### config.mk
export PLATFORM = sky130hd
export DESIGN_NAME = otc_top
export DESIGN_NICKNAME = d
export VERILOG_FILES = /design/src/otc_pkg.sv /design/src/otc_capture.sv /design/src/otc_top.sv
export VERILOG_INCLUDE_DIRS = /design/src
export SDC_FILE = /design/constraint.sdc
export NUM_CORES = 1
export LEC_CHECK = 0
export ABC_AREA = 1
export BUFFER_PORTS_ARGS = -buffer_cell sky130_fd_sc_hd__buf_2
export CAP_MARGIN = 20
export CORE_MARGIN = 2
export CORE_UTILIZATION = 53
export CTS_CLUSTER_DIAMETER = 120
export DETAILED_ROUTE_END_ITERATION = 12
export GPL_TIMING_DRIVEN = 0
export HOLD_SLACK_MARGIN = 0.1
export PLACE_DENSITY = 0.81
export SLEW_MARGIN = 5
export SYNTH_ARGS = -nofsm -noshare
export SYNTH_HDL_FRONTEND = slang
export SYNTH_SLANG_ARGS = --single-unit
### constraint.sdc
create_clock -name core_clk -period 3.3 [get_ports core_clk]
set_input_delay 0.165 -clock core_clk [delete_from_list [all_inputs] [get_ports core_clk]]
set_output_delay 0.165 -clock core_clk [all_outputs]
set_load 0.03 [all_outputs]
### src/otc_regs.svh
// register map, field positions, reset values and capture width for the trim and
// clock select block; assumes a 32-bit apb slave with word-aligned registers
`ifndef OTC_REGS_SVH
`define OTC_REGS_SVH
// byte offsets
`define OTC_TRIM_OFS     8'h00
`define OTC_CKCS_OFS     8'h04
`define OTC_PROT_OFS     8'h08
`define OTC_DIV_OFS      8'h0C
`define OTC_IRQ_STAT_OFS 8'h10
`define OTC_IRQ_MASK_OFS 8'h14
`define OTC_CAPT_OFS     8'h18
`define OTC_PORT_OFS     8'h1C
// clock control / status fields
`define OTC_CK_PFUNC_HI  7
`define OTC_CK_PFUNC_LO  6
`define OTC_CK_RSVD5     5
`define OTC_CK_FORCE     4
`define OTC_CK_IRQ_EN    3
`define OTC_CK_IRQ_FLAG  2
`define OTC_CK_ONE       1
`define OTC_CK_STATUS    0
// trim protect fields
`define OTC_PR_WRI       7
`define OTC_PR_PRWE      6
`define OTC_PR_LOCK      5
`define OTC_PR_TWE       4
// reset values
`define OTC_TRIM_RST     8'h00
`define OTC_TRIM_UNDEF   8'hFF
`define OTC_PROT_ONES    8'h8F
`define OTC_CKCS_ONES    8'h02
// irq status bits
`define OTC_IRQ_SWITCH   0
`define OTC_IRQ_CAPT     1
// capture counter width
`define OTC_CAPT_W       16
`endif

### src/otc_pkg.sv
// types shared by the trim and clock select block
// assumes otc_regs.svh holds the numeric constants
package otc_pkg;
  // shared pin assignment modes
  typedef enum logic [1:0] {
    OTC_PF_GPIO   = 2'b00,
    OTC_PF_EXTCLK = 2'b01,
    OTC_PF_CLOCK_OUTPUT_PIN = 2'b10,
    OTC_PF_XTAL   = 2'b11
  } otc_pfunc_type;
  // system clock source states
  typedef enum logic {OTC_SRC_OSC, OTC_SRC_EXT} otc_src_type;
endpackage

### src/otc_capture.sv
// input capture sampler used while trimming the on-chip oscillator
// assumes the reference pin is synchronous to the oscillator clock
`timescale 1ns/100ps
`include "otc_regs.svh"
module otc_capture #(
  parameter int CW = `OTC_CAPT_W
) (
  // clock and reset
  input  wire logic          core_clk,
  input  wire logic          rst_sync_b,
  // reference pulse in
  input  wire logic          ref_pin,
  // measured period
  output logic [CW-1:0]      period_ff,
  output logic               done_ff
);
  // -------------------------------------------------------------
  // edge sampling and period count
  // -------------------------------------------------------------
  logic          ref_d_ff;     // last sample of the reference pin
  logic [CW-1:0] cnt_ff;       // oscillator cycles since last edge
  wire           rise = ref_pin & ~ref_d_ff;
  // the pin is only seen at clock edges, so a count is off by one either way
  always_ff @(posedge core_clk or negedge rst_sync_b) begin
    if (!rst_sync_b) begin
      ref_d_ff  <= 1'b0;
      cnt_ff    <= '0;
      period_ff <= '0;
      done_ff   <= 1'b0;
    end else begin
      ref_d_ff <= ref_pin;
      done_ff  <= rise;
      if (rise) begin
        period_ff <= cnt_ff;  // latch the interval just closed
        cnt_ff    <= CW'(1);
      end else begin
        cnt_ff <= cnt_ff + CW'(1);
      end
    end
  end
endmodule // otc_capture

### src/otc_top.sv
// on-chip oscillator trim and system clock select, with apb register access
// assumes an apb master on core_clk and pins synchronous to core_clk
//
// Chosen here: the placing of the registers and the APB interface to the registers.
`timescale 1ns/100ps
`include "otc_regs.svh"
module otc_top
  import otc_pkg::*;
#(
  parameter bit FLASH_VARIANT = 1'b0  // 1: factory trim from nonvolatile store
) (
  // clock and reset
  input  wire logic        core_clk,
  input  wire logic        rst_b,
  // apb slave
  input  wire logic        psel,
  input  wire logic        penable,
  input  wire logic        pwrite,
  input  wire logic [7:0]  paddr,
  input  wire logic [31:0] pwdata,
  output logic [31:0]      prdata,
  output logic             pready,
  output logic             pslverr,
  // factory trim from nonvolatile memory
  input  wire logic [7:0]  nvm_trim_value,
  // oscillator controls
  output logic [7:0]       osc_trim_value,
  output logic [1:0]       osc_divider_sel,
  output logic             sys_clk_ext_sel,
  output logic             oscillator_in_en,
  output logic             xtal_amp_en,
  // trimming reference (timer capture pin)
  input  wire logic        trim_ref_pin,
  // shared port pins
  input  wire logic        shared_port_pin_lo_in,
  output logic             shared_port_pin_lo_out,
  output logic             shared_port_pin_lo_oe_b,
  input  wire logic        shared_port_pin_hi_in,
  output logic             shared_port_pin_hi_out,
  output logic             shared_port_pin_hi_oe_b,
  // interrupt
  output logic             irq
);
  // -------------------------------------------------------------
  // reset release
  // -------------------------------------------------------------
  logic rst_s1_ff;   // first stage, read only by the second
  logic rst_sync_b;  // synchronised reset used by everything else
  // release is delayed two edges so no flop leaves reset on a partial cycle
  always_ff @(posedge core_clk or negedge rst_b) begin
    if (!rst_b) begin
      rst_s1_ff  <= 1'b0;
      rst_sync_b <= 1'b0;
    end else begin
      rst_s1_ff  <= 1'b1;
      rst_sync_b <= rst_s1_ff;
    end
  end

  // -------------------------------------------------------------
  // apb decode
  // -------------------------------------------------------------
  logic        pready_ff;   // answer flag, one wait state
  logic        pslverr_ff;  // unmapped address answer
  logic [31:0] prdata_ff;   // read data held for the master
  // decode an offset against the current address
  function automatic logic hit(input logic [7:0] a, input logic [7:0] ofs);
    return a == ofs;
  endfunction
  wire access   = psel & penable;
  wire commit   = access & pready_ff;         // edge at which a transfer completes
  wire wr_go    = commit & pwrite & ~pslverr_ff;
  wire rd_go    = commit & ~pwrite & ~pslverr_ff;
  wire sel_trim = hit(paddr, `OTC_TRIM_OFS);
  wire sel_ckcs = hit(paddr, `OTC_CKCS_OFS);
  wire sel_prot = hit(paddr, `OTC_PROT_OFS);
  wire sel_div  = hit(paddr, `OTC_DIV_OFS);
  wire sel_stat = hit(paddr, `OTC_IRQ_STAT_OFS);
  wire sel_mask = hit(paddr, `OTC_IRQ_MASK_OFS);
  wire sel_capt = hit(paddr, `OTC_CAPT_OFS);
  wire sel_port = hit(paddr, `OTC_PORT_OFS);
  wire mapped   = sel_trim | sel_ckcs | sel_prot | sel_div | sel_stat | sel_mask
                | sel_capt | sel_port;
  wire [7:0] wd = pwdata[7:0];

  // -------------------------------------------------------------
  // register state
  // -------------------------------------------------------------
  logic [7:0]  trim_ff;        // oscillator trim code
  logic        loaded_ff;      // factory trim copied once
  logic        prwe_ff;        // protect write enable
  logic        lock_ff;        // trim lock, sticky until reset
  logic        twe_ff;         // trim write enable
  logic [1:0]  div_ff;         // oscillator divider select
  logic [1:0]  pfunc_ff;       // shared pin function
  logic        rsvd5_ff;       // spare read/write bit
  logic        force_ff;       // requested clock source
  logic        irq_en_ff;      // clock switch irq enable
  logic        flag_ff;        // clock switch flag
  logic        flag_seen_ff;   // flag read as one since last set
  otc_src_type src_ff;         // running clock source
  logic [1:0]  stat_ff;        // sticky irq status
  logic [1:0]  mask_ff;        // irq mask
  logic [1:0]  port_dout_ff;   // port output data, lo in bit 0
  logic [1:0]  port_dir_ff;    // port direction, 1 drives
  logic        clock_output_pin_ff;      // divided clock for the output pin
  logic [`OTC_CAPT_W-1:0] capt_period;
  logic        capt_done;

  // -------------------------------------------------------------
  // next values
  // -------------------------------------------------------------
  wire prot_wr  = wr_go & sel_prot & ~wd[`OTC_PR_WRI];  // write needs write-inhibit bit at 0
  wire trim_ok  = ~lock_ff & twe_ff;
  wire trim_wr  = wr_go & sel_trim & trim_ok & ~FLASH_VARIANT;
  wire ckcs_wr  = wr_go & sel_ckcs;
  wire div_wr   = wr_go & sel_div & (src_ff == OTC_SRC_OSC);
  // only the upper six trim bits store; the low two stay zero
  wire [7:0] nxt_trim = trim_wr ? {wd[7:2], 2'b00} : trim_ff;
  // switching back to the oscillator is the flag event
  wire sw_event = (src_ff == OTC_SRC_EXT) & ~force_ff;
  // clearing needs a read of one first; a coincident set wins
  wire flag_clr = ckcs_wr & ~wd[`OTC_CK_IRQ_FLAG] & flag_seen_ff;
  wire nxt_flag = sw_event | (flag_ff & ~flag_clr);
  wire flag_rd1 = rd_go & sel_ckcs & flag_ff;
  // interrupt events: switch only when enabled, capture always
  wire [1:0] ev = {capt_done, sw_event & irq_en_ff};
  wire [1:0] stat_clr = (rd_go & sel_stat) ? 2'b11 : 2'b00;
  wire [1:0] nxt_stat = ev | (stat_ff & ~stat_clr);
  // signed trim step for the oscillator model: sign in bit 7, step of four
  wire signed [5:0] trim_step = $signed(trim_ff[7:2]);
  // read view of the trim register
  wire [7:0] trim_rd = FLASH_VARIANT ? `OTC_TRIM_UNDEF : trim_ff;
  wire [7:0] ckcs_rd = {pfunc_ff, rsvd5_ff, force_ff, irq_en_ff, flag_ff, 1'b0, src_ff}
                     | `OTC_CKCS_ONES;                    // status in bit 0
  wire [7:0] prot_rd = {1'b0, prwe_ff, lock_ff, twe_ff, 4'h0} | `OTC_PROT_ONES;
  wire [31:0] nxt_rdata =
      sel_trim ? {24'h0, trim_rd} :
      sel_ckcs ? {24'h0, ckcs_rd} :
      sel_prot ? {24'h0, prot_rd} :
      sel_div  ? {30'h0, div_ff} :
      sel_stat ? {30'h0, stat_ff} :
      sel_mask ? {30'h0, mask_ff} :
      sel_capt ? {16'h0, capt_period} :
      sel_port ? {24'h0, 2'b00, port_dir_ff, 2'b00, shared_port_pin_hi_in,
                  shared_port_pin_lo_in} :
                 32'h0;

  // -------------------------------------------------------------
  // apb answer
  // -------------------------------------------------------------
  // one wait state: pready rises in the second access cycle, data registered
  always_ff @(posedge core_clk or negedge rst_sync_b) begin
    if (!rst_sync_b) begin
      pready_ff  <= 1'b0;
      pslverr_ff <= 1'b0;
      prdata_ff  <= 32'h0;
    end else if (access & ~pready_ff) begin
      pready_ff  <= 1'b1;
      pslverr_ff <= ~mapped;            // unmapped: error, write ignored
      prdata_ff  <= pwrite ? 32'h0 : nxt_rdata;
    end else begin
      pready_ff  <= 1'b0;
      pslverr_ff <= 1'b0;
    end
  end

  // -------------------------------------------------------------
  // trim register
  // -------------------------------------------------------------
  // rom variant holds zero from reset; flash variant copies the factory code
  always_ff @(posedge core_clk or negedge rst_sync_b) begin
    if (!rst_sync_b) begin
      trim_ff   <= `OTC_TRIM_RST;
      loaded_ff <= 1'b0;
    end else if (FLASH_VARIANT & ~loaded_ff) begin
      trim_ff   <= nvm_trim_value;      // first edge after release
      loaded_ff <= 1'b1;
    end else begin
      trim_ff   <= nxt_trim;            // reaches the oscillator one edge later through trim_out_ff
      loaded_ff <= 1'b1;
    end
  end

  // -------------------------------------------------------------
  // trim protect register
  // -------------------------------------------------------------
  // lock only ever sets; a reset is the one way out
  always_ff @(posedge core_clk or negedge rst_sync_b) begin
    if (!rst_sync_b) begin
      prwe_ff <= 1'b0;
      lock_ff <= 1'b0;
      twe_ff  <= 1'b0;
    end else if (prot_wr) begin
      prwe_ff <= wd[`OTC_PR_PRWE];
      lock_ff <= lock_ff | (prwe_ff & wd[`OTC_PR_LOCK]);
      twe_ff  <= prwe_ff ? wd[`OTC_PR_TWE] : twe_ff;
    end
  end

  // -------------------------------------------------------------
  // divider select
  // -------------------------------------------------------------
  // a write while on the external clock is dropped silently
  always_ff @(posedge core_clk or negedge rst_sync_b) begin
    if (!rst_sync_b) begin
      div_ff <= 2'b00;
    end else if (div_wr) begin
      div_ff <= wd[1:0];
    end
  end

  // -------------------------------------------------------------
  // clock control register
  // -------------------------------------------------------------
  always_ff @(posedge core_clk or negedge rst_sync_b) begin
    if (!rst_sync_b) begin
      pfunc_ff  <= OTC_PF_GPIO;
      rsvd5_ff  <= 1'b0;
      force_ff  <= 1'b0;                // oscillator after reset
      irq_en_ff <= 1'b0;
    end else if (ckcs_wr) begin
      pfunc_ff  <= wd[`OTC_CK_PFUNC_HI:`OTC_CK_PFUNC_LO];
      rsvd5_ff  <= wd[`OTC_CK_RSVD5];
      force_ff  <= wd[`OTC_CK_FORCE];
      irq_en_ff <= wd[`OTC_CK_IRQ_EN];
    end
  end

  // -------------------------------------------------------------
  // clock source and switch flag
  // -------------------------------------------------------------
  // the source follows the force bit one edge later, so only software moves it
  always_ff @(posedge core_clk or negedge rst_sync_b) begin
    if (!rst_sync_b) begin
      src_ff       <= OTC_SRC_OSC;
      flag_ff      <= 1'b0;
      flag_seen_ff <= 1'b0;
    end else begin
      src_ff       <= force_ff ? OTC_SRC_EXT : OTC_SRC_OSC;
      flag_ff      <= nxt_flag;
      flag_seen_ff <= (flag_seen_ff | flag_rd1) & ~flag_clr & ~sw_event;
    end
  end

  // -------------------------------------------------------------
  // interrupt status and mask
  // -------------------------------------------------------------
  // a read clears status, but an event in the same cycle still lands
  always_ff @(posedge core_clk or negedge rst_sync_b) begin
    if (!rst_sync_b) begin
      stat_ff <= 2'b00;
      mask_ff <= 2'b00;
    end else begin
      stat_ff <= nxt_stat;
      if (wr_go & sel_mask) begin
        mask_ff <= wd[1:0];
      end
    end
  end

  // -------------------------------------------------------------
  // shared pins
  // -------------------------------------------------------------
  // port data and direction; steer each pin only while its pin function leaves it free
  always_ff @(posedge core_clk or negedge rst_sync_b) begin
    if (!rst_sync_b) begin
      port_dout_ff <= 2'b00;
      port_dir_ff  <= 2'b00;
    end else if (wr_go & sel_port) begin
      port_dout_ff <= wd[1:0];
      port_dir_ff  <= wd[5:4];
    end
  end

  wire [1:0] pf      = pfunc_ff;
  wire       hi_gpio = ~pf[1];                   // hi pin free unless bit 1 set
  wire       lo_gpio = ~pf[0];                   // lo pin free unless bit 0 set
  wire       hi_clko = (pf == OTC_PF_CLOCK_OUTPUT_PIN);

  // every pin output is registered; the clock output toggles at half rate,
  // which is the cheapest clean copy of the system clock in one domain
  always_ff @(posedge core_clk or negedge rst_sync_b) begin
    if (!rst_sync_b) begin
      clock_output_pin_ff               <= 1'b0;
      shared_port_pin_lo_out  <= 1'b0;
      shared_port_pin_lo_oe_b <= 1'b1;
      shared_port_pin_hi_out  <= 1'b0;
      shared_port_pin_hi_oe_b <= 1'b1;
      oscillator_in_en        <= 1'b0;
      xtal_amp_en             <= 1'b0;
    end else begin
      clock_output_pin_ff               <= ~clock_output_pin_ff;
      // lo pin: port or oscillator input
      shared_port_pin_lo_out  <= port_dout_ff[0];
      shared_port_pin_lo_oe_b <= ~(lo_gpio & port_dir_ff[0]);
      // hi pin: port, clock out or crystal output
      shared_port_pin_hi_out  <= hi_clko ? clock_output_pin_ff : port_dout_ff[1];
      shared_port_pin_hi_oe_b <= ~(hi_clko | (hi_gpio & port_dir_ff[1]));
      oscillator_in_en        <= pf[0];
      xtal_amp_en             <= (pf == OTC_PF_XTAL);
    end
  end

  // -------------------------------------------------------------
  // oscillator controls and irq
  // -------------------------------------------------------------
  logic [7:0] trim_out_ff;
  logic [1:0] div_out_ff;
  logic       ext_sel_ff;
  logic       irq_ff;
  always_ff @(posedge core_clk or negedge rst_sync_b) begin
    if (!rst_sync_b) begin
      trim_out_ff <= `OTC_TRIM_RST;
      div_out_ff  <= 2'b00;
      ext_sel_ff  <= 1'b0;
      irq_ff      <= 1'b0;
    end else begin
      trim_out_ff <= {trim_step, trim_ff[1:0]};  // signed code to oscillator
      div_out_ff  <= div_ff;
      ext_sel_ff  <= (src_ff == OTC_SRC_EXT);
      irq_ff      <= |(nxt_stat & mask_ff);
    end
  end

  // -------------------------------------------------------------
  // trimming capture
  // -------------------------------------------------------------
  otc_capture u_capture (
    .core_clk   (core_clk),
    .rst_sync_b (rst_sync_b),
    .ref_pin    (trim_ref_pin),
    .period_ff  (capt_period),
    .done_ff    (capt_done)
  );

  assign prdata          = prdata_ff;
  assign pready          = pready_ff;
  assign pslverr         = pslverr_ff;
  assign osc_trim_value  = trim_out_ff;
  assign osc_divider_sel = div_out_ff;
  assign sys_clk_ext_sel = ext_sel_ff;
  assign irq             = irq_ff;
endmodule // otc_top

==> out/qor.yml, run 1 <==
finish:
  insertedDiodeCount: 0
  multi_input_comb_area_sq_um: 1480
  nFillCells: 623
  fin_util_pct: 65.4
  finalNonFillerCells: 691
  seqCellArea_sq_um: 2460
  nNetsFinal: 641
  synthToLayoutAreaGrowth_pct: 19.2
  final_cell_area_sq_um: 5050
  layout-drive-gt1-share_pct: 19.7
worst_hold_path:
  hold_depth: 3
  min-delay-path-class: "in2reg"
  min-delay-start: "pwdata[1]"
  end_point_of_the_most_critical_hold_path: "div_ff[1]"
flow_run:
  drv_cap: 0
timing:
  timing.final.hold_violations: 0
  worst_slew_margin_rel_pct: 61.9
  final.period_utilization_pct: 73.8
  maxSlewViolCount: 0
  finalCriticalPeriod_ps: 2440
  max_freq_mhz: 411
  rsz0062_at_grt: "no"
  fin_hold_ws_ps: 111
  timing.final.ws_setup_ps: 864
  slew_worst_pin_ps: 572
  final_setup_violation_count: 0
  finalClockSkew_ps: 13.1
detailed_routing:
  num_vias: 3457
  detail_route.drc_violations: 0
  initialDrtViolationCount: 208
  finalWirelength_mm: 9.04
  vias_per_cell: 5.00
  average_detailed_routed_wire_length_per_instance_microns: 13.1
  drtPass1Iterations: 4
  antenna_left: 0
synthesis:
  ys_top_cells_by_area: "sky130_fd_sc_hd__dfrtp_1, sky130_fd_sc_hd__nand2_1, sky130_fd_sc_hd__nand3_1, sky130_fd_sc_hd__o21ai_0, sky130_fd_sc_hd__inv_1"
  ys.flop_type: "sky130_fd_sc_hd__dfrtp_1"
  ys_warn_count: 0
  postSynthRegisterBits: 98
  sequential_cell_area_fraction_in_the_yosys_report_pct: 57.9
  synth_enable_flop_cells: 0
  syn_area_per_cell_sq_um: 8.70
  synth_async_sr_flop_share_pct: 100
  post_synth_num_cell_types: 29
  yosysTopAreaCellShare_pct: 56.7
  post-synth-top-area-cell: "sky130_fd_sc_hd__dfrtp_1"
  postSynthCellCount: 487
  netlist_area_sq_um: 4240
critical_path:
  critical_path.max_fanout: 8
  end_kind: "register"
  timing.reg2reg.setup_slack_ps: 1450
  reg2reg_from: "pready"
  critPathRequiredTime_ps: 3620
  worst_r2r_endpoint: "prdata[0]"
  startpoint_type: "primary input"
  timing.critical_path.arrival_ps: 2750
  timing.setup.critical_path_class: "in2reg"
  ff2ff_path_depth: 7
cts:
  post_cts_resize_count: 0
  cts_hold_buffers: 11
  cts_tree: "done"
  cts.reportedPaths.clkPinSlew_ps: 90
  clk_tree_root_cell: "sky130_fd_sc_hd__clkbuf_8"
  ctsLongestPathBuffers: 2
  tritoncts.num_buffers: 9
  h_tree_levels: 3
  cts.sinks: 98
  clock_latency_ps: 370
  cts.repair_timing.setup_buffer_count: 0
global_route:
  number_of_global_route_vias_before_repair: 3373
  grt_start_max_net_pins: 55
  grt_remaining_overflow: 0
  grtUsageTotal_pct: 22.7
  initial_antenna_violation_count: 0
  first_pass_grt_wire_length_mm: 15.3
floorplan:
  area_enclosed_by_the_die_boundary_sq_um: 8730
  ios: 108
  die_width_microns: 93.4
  core_outline_area_sq_um: 7730
  vertical_die_dimension_microns: 93.4
  placement_rows: 32
  floorplan.initialDensity_pct: 54.8
power:
  cellLeakagePower_uw: 0.00270
  vdd.ir_drop.worst_mv: 0.230
  pwr_density_cell_nw_per_um2: 448
outcome:
  outcome: "finished clean"
placed_design:
  port_buffers: 57
  routabilityCongestion: 0.852
  preCtsSetupSlack_ps: 1500
  place_inst: 664
  placed_cell_area_sq_um: 4750
  place.detailed.hpwl_mm: 6.65
-- critical path, cell delays in order --
cell	delay, ps
sky130_fd_sc_hd__dlygate4sd3_1	510
sky130_fd_sc_hd__buf_2	100
sky130_fd_sc_hd__nand2_1	40
sky130_fd_sc_hd__dlygate4sd3_1	540
sky130_fd_sc_hd__nor2_1	280
sky130_fd_sc_hd__inv_2	180
sky130_fd_sc_hd__nor2_1	400
sky130_fd_sc_hd__nand2_1	190
sky130_fd_sc_hd__a21oi_1	140
sky130_fd_sc_hd__o21ai_0	120
sky130_fd_sc_hd__nand2_1	70
-- metal layers --
layer | vias to the layer above | part of all wire, % | GRT usage [%]
met4 | 0 | 3.1 | 10.4
met2 | 120 | 49 | 37.8
li1 | 1711 | - | -
met5 | - | 0 | 0
met3 | 24 | 5.9 | 4.03
met1 | 1602 | 42 | 28.8
-- synthesized netlist by cell type (all sizes together) (2+ instances only) --
library cell,instances
nand2,143
dfrtp,96
inv,50
nand3,46
o21ai,44
nor2,41
buf,22
nor3,12
a21oi,10
clkbuf,5
nand4,3
conb,2
dfstp,2
xor2,2
-- cells in the final DEF, fill, tap and decap left out, drive strengths merged --
cell and count:
bufinv 1, conb 19, nand3b 1, o21ai 44, nor3 12, nor2 41, o21bai 1, or2 1
o21a 1, dfrtp 96, clkinv 4, nand4 3, a31oi 1, dlygate4sd3 11, nor4 1, nand2 143
xnor2 1, nand3 46, inv 50, dfstp 2, buf 80, o41ai 1, xor2 2, ha 1
clkbuf 16, a21oi 10
-- worst max path at each step --
stage	endpoint	start	slack [ps]	depth (start not counted)
floorplan	clock_output_pin_ff	rst_sync_b	370	0
global placement	prdata[7]	rst_sync_b	-550	0
detailed placement	prdata[0]	pready	1500	7
CTS	prdata[0]	penable	880	11
global route	prdata[0]	penable	740	11
finish	prdata[0]	penable	860	11
-- sequential cells by signal (all words and copies together), names as in the netlist, 2 cells and up --
register and count:
osc_divider_sel 2, prdata 16, u_capture.period_ff 16, port_dir_ff 2, mask_ff 2, u_capture.cnt_ff 16, div_ff 2, osc_trim_value 6
trim_ff 6, stat_ff 2, port_dout_ff 2, pf 2
-- final cells by class --
type	instances	share of cell area, %
flip-flops and latches	98	48.7
multi-input cells	329	29.3
repair buffers	69	8.37
inverters	50	3.72
plain buffers	27	3.54
clock buffers	11	2.80
well taps	102	2.53
clock inverters	5	1.07
-- report_power, final --
group / internal (uW) / total, uW / switching, uW
combinational: 71.3 / 200 / 129
clock: 369 / 776 / 406
sequential: 1250 / 1290 / 43.7
total: 1690 / 2260 / 579
-- stage by stage --
step | TNS (ps) | power (uW)
2_1_floorplan | 0 | 1440
3_3_place_gp | -51470 | 1490
3_5_place_dp | 0 | 1500
4_1_cts | 0 | 2280
5_1_grt | 0 | 2370
6_report | 0 | 2260
-- cell families (layout without fill, tap and decap cells) --
| kind of cell | count (synthesis) | after routing | share of synthesized area [%] |
|---|---|---|---|
| AND/OR/NAND/NOR | 248 | 248 | 24.7 |
| flip-flops | 98 | 98 | 57.9 |
| buffers and inverters | 77 | 162 | 8.65 |
| AO/OA/AOI/OAI | 58 | 58 | 7.62 |
| XOR/XNOR | 3 | 3 | 0.620 |
| other | 2 | 19 | 0.177 |
| adder cells (fa/ha/maj) | 1 | 1 | 0.295 |
Power figures use the tool's default switching activity.
==> inputs of run 2 (changes only) <==
- ABC_AREA: 1 -> 0
- clock period: 3.3 -> 2.5 ns (I/O delays scaled with it)
==> out/qor.yml, run 2 <==
global_route:
  initial_antenna_violation_count: 0
  grt.met1_usage_pct: 27.0
  first_pass_grt_wire_length_mm: 14.1
  grt_busiest_layer: "met2"
  grtUsageTotal_pct: 21.1
  grt_remaining_overflow: 0
  number_of_global_route_vias_before_repair: 2890
  grt_start_max_net_pins: 57
  global_route.usage.met3_pct: 4.67
  grtUsageMet2_pct: 35.6
power:
  pwr_density_cell_nw_per_um2: 596
  cellLeakagePower_uw: 0.00259
  vdd.ir_drop.worst_mv: 0.384
critical_path:
  timing.setup.critical_path_class: "reg2reg"
  crit_chain: "and4b_1, nand4_2, or4_1, buf_6, mux2_4"
  critical_path.max_fanout: 6
  timing.critical_path.arrival_ps: 2200
  startpoint_type: "register"
  critical-path-max-stage-delay_ps: 470
  cp_slowest_cell: "sky130_fd_sc_hd__or4_1"
  end_kind: "register"
  critPathRequiredTime_ps: 2750
synthesis:
  ys_warn_count: 0
  ys_top_cells_by_area: "sky130_fd_sc_hd__dfrtp_1, sky130_fd_sc_hd__nand2_1, sky130_fd_sc_hd__mux2_2, sky130_fd_sc_hd__buf_4, sky130_fd_sc_hd__a22o_1"
  synth_async_sr_flop_share_pct: 100
  yosysTopAreaCellShare_pct: 57.0
  postSynthRegisterBits: 98
  post_synth_num_cell_types: 50
  netlist_area_sq_um: 4220
  postSynthCellCount: 379
  synth_enable_flop_cells: 0
  post-synth-top-area-cell: "sky130_fd_sc_hd__dfrtp_1"
  syn_area_per_cell_sq_um: 11.1
  ys.flop_type: "sky130_fd_sc_hd__dfrtp_1"
  post-synth-top-count-cell: "sky130_fd_sc_hd__dfrtp_1"
  post_synth_most_frequent_cells: "sky130_fd_sc_hd__dfrtp_1, sky130_fd_sc_hd__nand2_1, sky130_fd_sc_hd__nor2_1"
  sequential_cell_area_fraction_in_the_yosys_report_pct: 58.2
finish:
  nNetsFinal: 531
  most-common-layout-cells: "sky130_fd_sc_hd__dfrtp_1, sky130_fd_sc_hd__nand2_1, sky130_fd_sc_hd__buf_2"
  fin_util_pct: 65.0
  layout-drive-gt1-share_pct: 25.3
  nFillCells: 603
  synthToLayoutAreaGrowth_pct: 19.1
  most_frequent_standard_cell_in_the_layout_excluding_fill_and_tap_cells: "sky130_fd_sc_hd__dfrtp_1"
  multi_input_comb_area_sq_um: 1590
  seqCellArea_sq_um: 2460
  insertedDiodeCount: 0
  final_cell_area_sq_um: 5020
placed_design:
  preCtsSetupSlack_ps: 552
  routabilityCongestion: 0.971
  placed_cell_area_sq_um: 4710
  port_buffers: 55
  place.detailed.hpwl_mm: 6.40
timing:
  final.period_utilization_pct: 77.8
  rsz0062_at_grt: "no"
  finalClockSkew_ps: 9.64
  maxSlewViolCount: 0
  slew_worst_pin_ps: 816
  final_setup_violation_count: 0
  timing.final.ws_setup_ps: 556
  worst_slew_margin_rel_pct: 45.2
  timing.final.hold_violations: 0
  finalCriticalPeriod_ps: 1940
  fin_hold_ws_ps: 250
  max_freq_mhz: 514
  fin_setup_tns_ps: 0
outcome:
  outcome: "finished clean"
detailed_routing:
  detail_route.drc_violations: 0
  initialDrtViolationCount: 158
  finalWirelength_mm: 8.73
  vias_per_cell: 5.25
  drtPass1Iterations: 5
  num_vias: 3050
  antenna_left: 0
  average_detailed_routed_wire_length_per_instance_microns: 15.0
cts:
  h_tree_levels: 3
  cts_tree: "done"
  clock_latency_ps: 370
  tritoncts.num_buffers: 9
  ctsLongestPathBuffers: 2
  clk_tree_root_cell: "sky130_fd_sc_hd__clkbuf_8"
  cts.reportedPaths.clkPinSlew_ps: 90
  cts.sinks: 98
flow_run:
  drv_cap: 0
floorplan:
  die_width_microns: 93.2
  floorplan.initialDensity_pct: 54.6
  placement_rows: 32
  area_enclosed_by_the_die_boundary_sq_um: 8690
  vertical_die_dimension_microns: 93.2
  core_outline_area_sq_um: 7730
  ios: 108
worst_hold_path:
  min-delay-path-class: "in2reg"
run 2: changes by cell type in the layout (fill, tap and decap cells not counted), sizes merged, moves of 13 or more:
cell,delta
nand3,-40
nand2,-81
mux2,+21
nor2,-20
a22o,+13
o21ai,-33
inv,-39
run 2: repair_timing:
| action | in CTS | in global routing |
|---|---|---|
| gates resized for setup | 0 | 0 |
| hold endpoints to repair | 26 | 0 |
| hold buffers | 11 | 0 |
| endpoints found under the setup margin | 0 | 0 |
| setup buffers | 0 | 0 |
run 2: cell type report:
class	count	area share, %
tap	102	2.54
buffer	32	3.94
timing repair buffer	67	8.22
sequential	98	49.0
clock inverter	4	1.02
multi-input combinational	256	31.7
inverter	10	0.748
clock buffer	12	2.89
run 2: stage by stage:
stage | instances | power, uW
detailed placement | 554 | 2000
floorplan | 396 | 1910
global route | 581 | 3120
finish | 581 | 2990
CTS | 581 | 3010
global placement | 553 | 1980
run 2: power breakdown:
group	internal (uW)	switching (uW)	leakage (uW)
Combinational	107	176	0.00117
Sequential	1640	60.4	0.00133
Clock	493	520	0.0000970
run 2: kinds of logic (layout without fill, tap and decap cells):
family                   after synthesis  after routing  synth area share, %
multiplexers                          26             26                 7.33
adder cells (fa/ha/maj)                1              1                0.297
flip-flops                            98             98                 58.2
other                                  2             19                0.178
XOR/XNOR                              10             10                 2.08
buffers and inverters                 42            125                 5.58
AO/OA/AOI/OAI                         58             58                 9.50
AND/OR/NAND/NOR                      142            142                 16.8
run 2: worst max-delay path, delay by kind of cell, from the launching register on:
family	cells	cell delay, ps
multiplexers	1	300
buffers and inverters	1	170
flip-flops	1	400
AND/OR/NAND/NOR	3	960
run 2: metal layers:
layer,vias to the layer above,wire length (microns)
li1,1472,-
met1,1464,3690
met2,98,4470
met3,16,420
met4,0,155
met5,-,0
run 2: final timing paths:
path                            startpoint           endpoint  slack [ps]  cells past startpoint
worst max-delay path               pslverr         trim_ff[5]         560                      5
worst min-delay path                pwrite       flag_seen_ff         250                      4
worst min register to register  rst_sync_b  osc_trim_value[3]         320                      0
max in group asynchronous       rst_sync_b         stat_ff[1]        1530                      1
min in group asynchronous       rst_sync_b  osc_trim_value[3]         320                      0
worst max register to register     pslverr         trim_ff[5]         560                      5
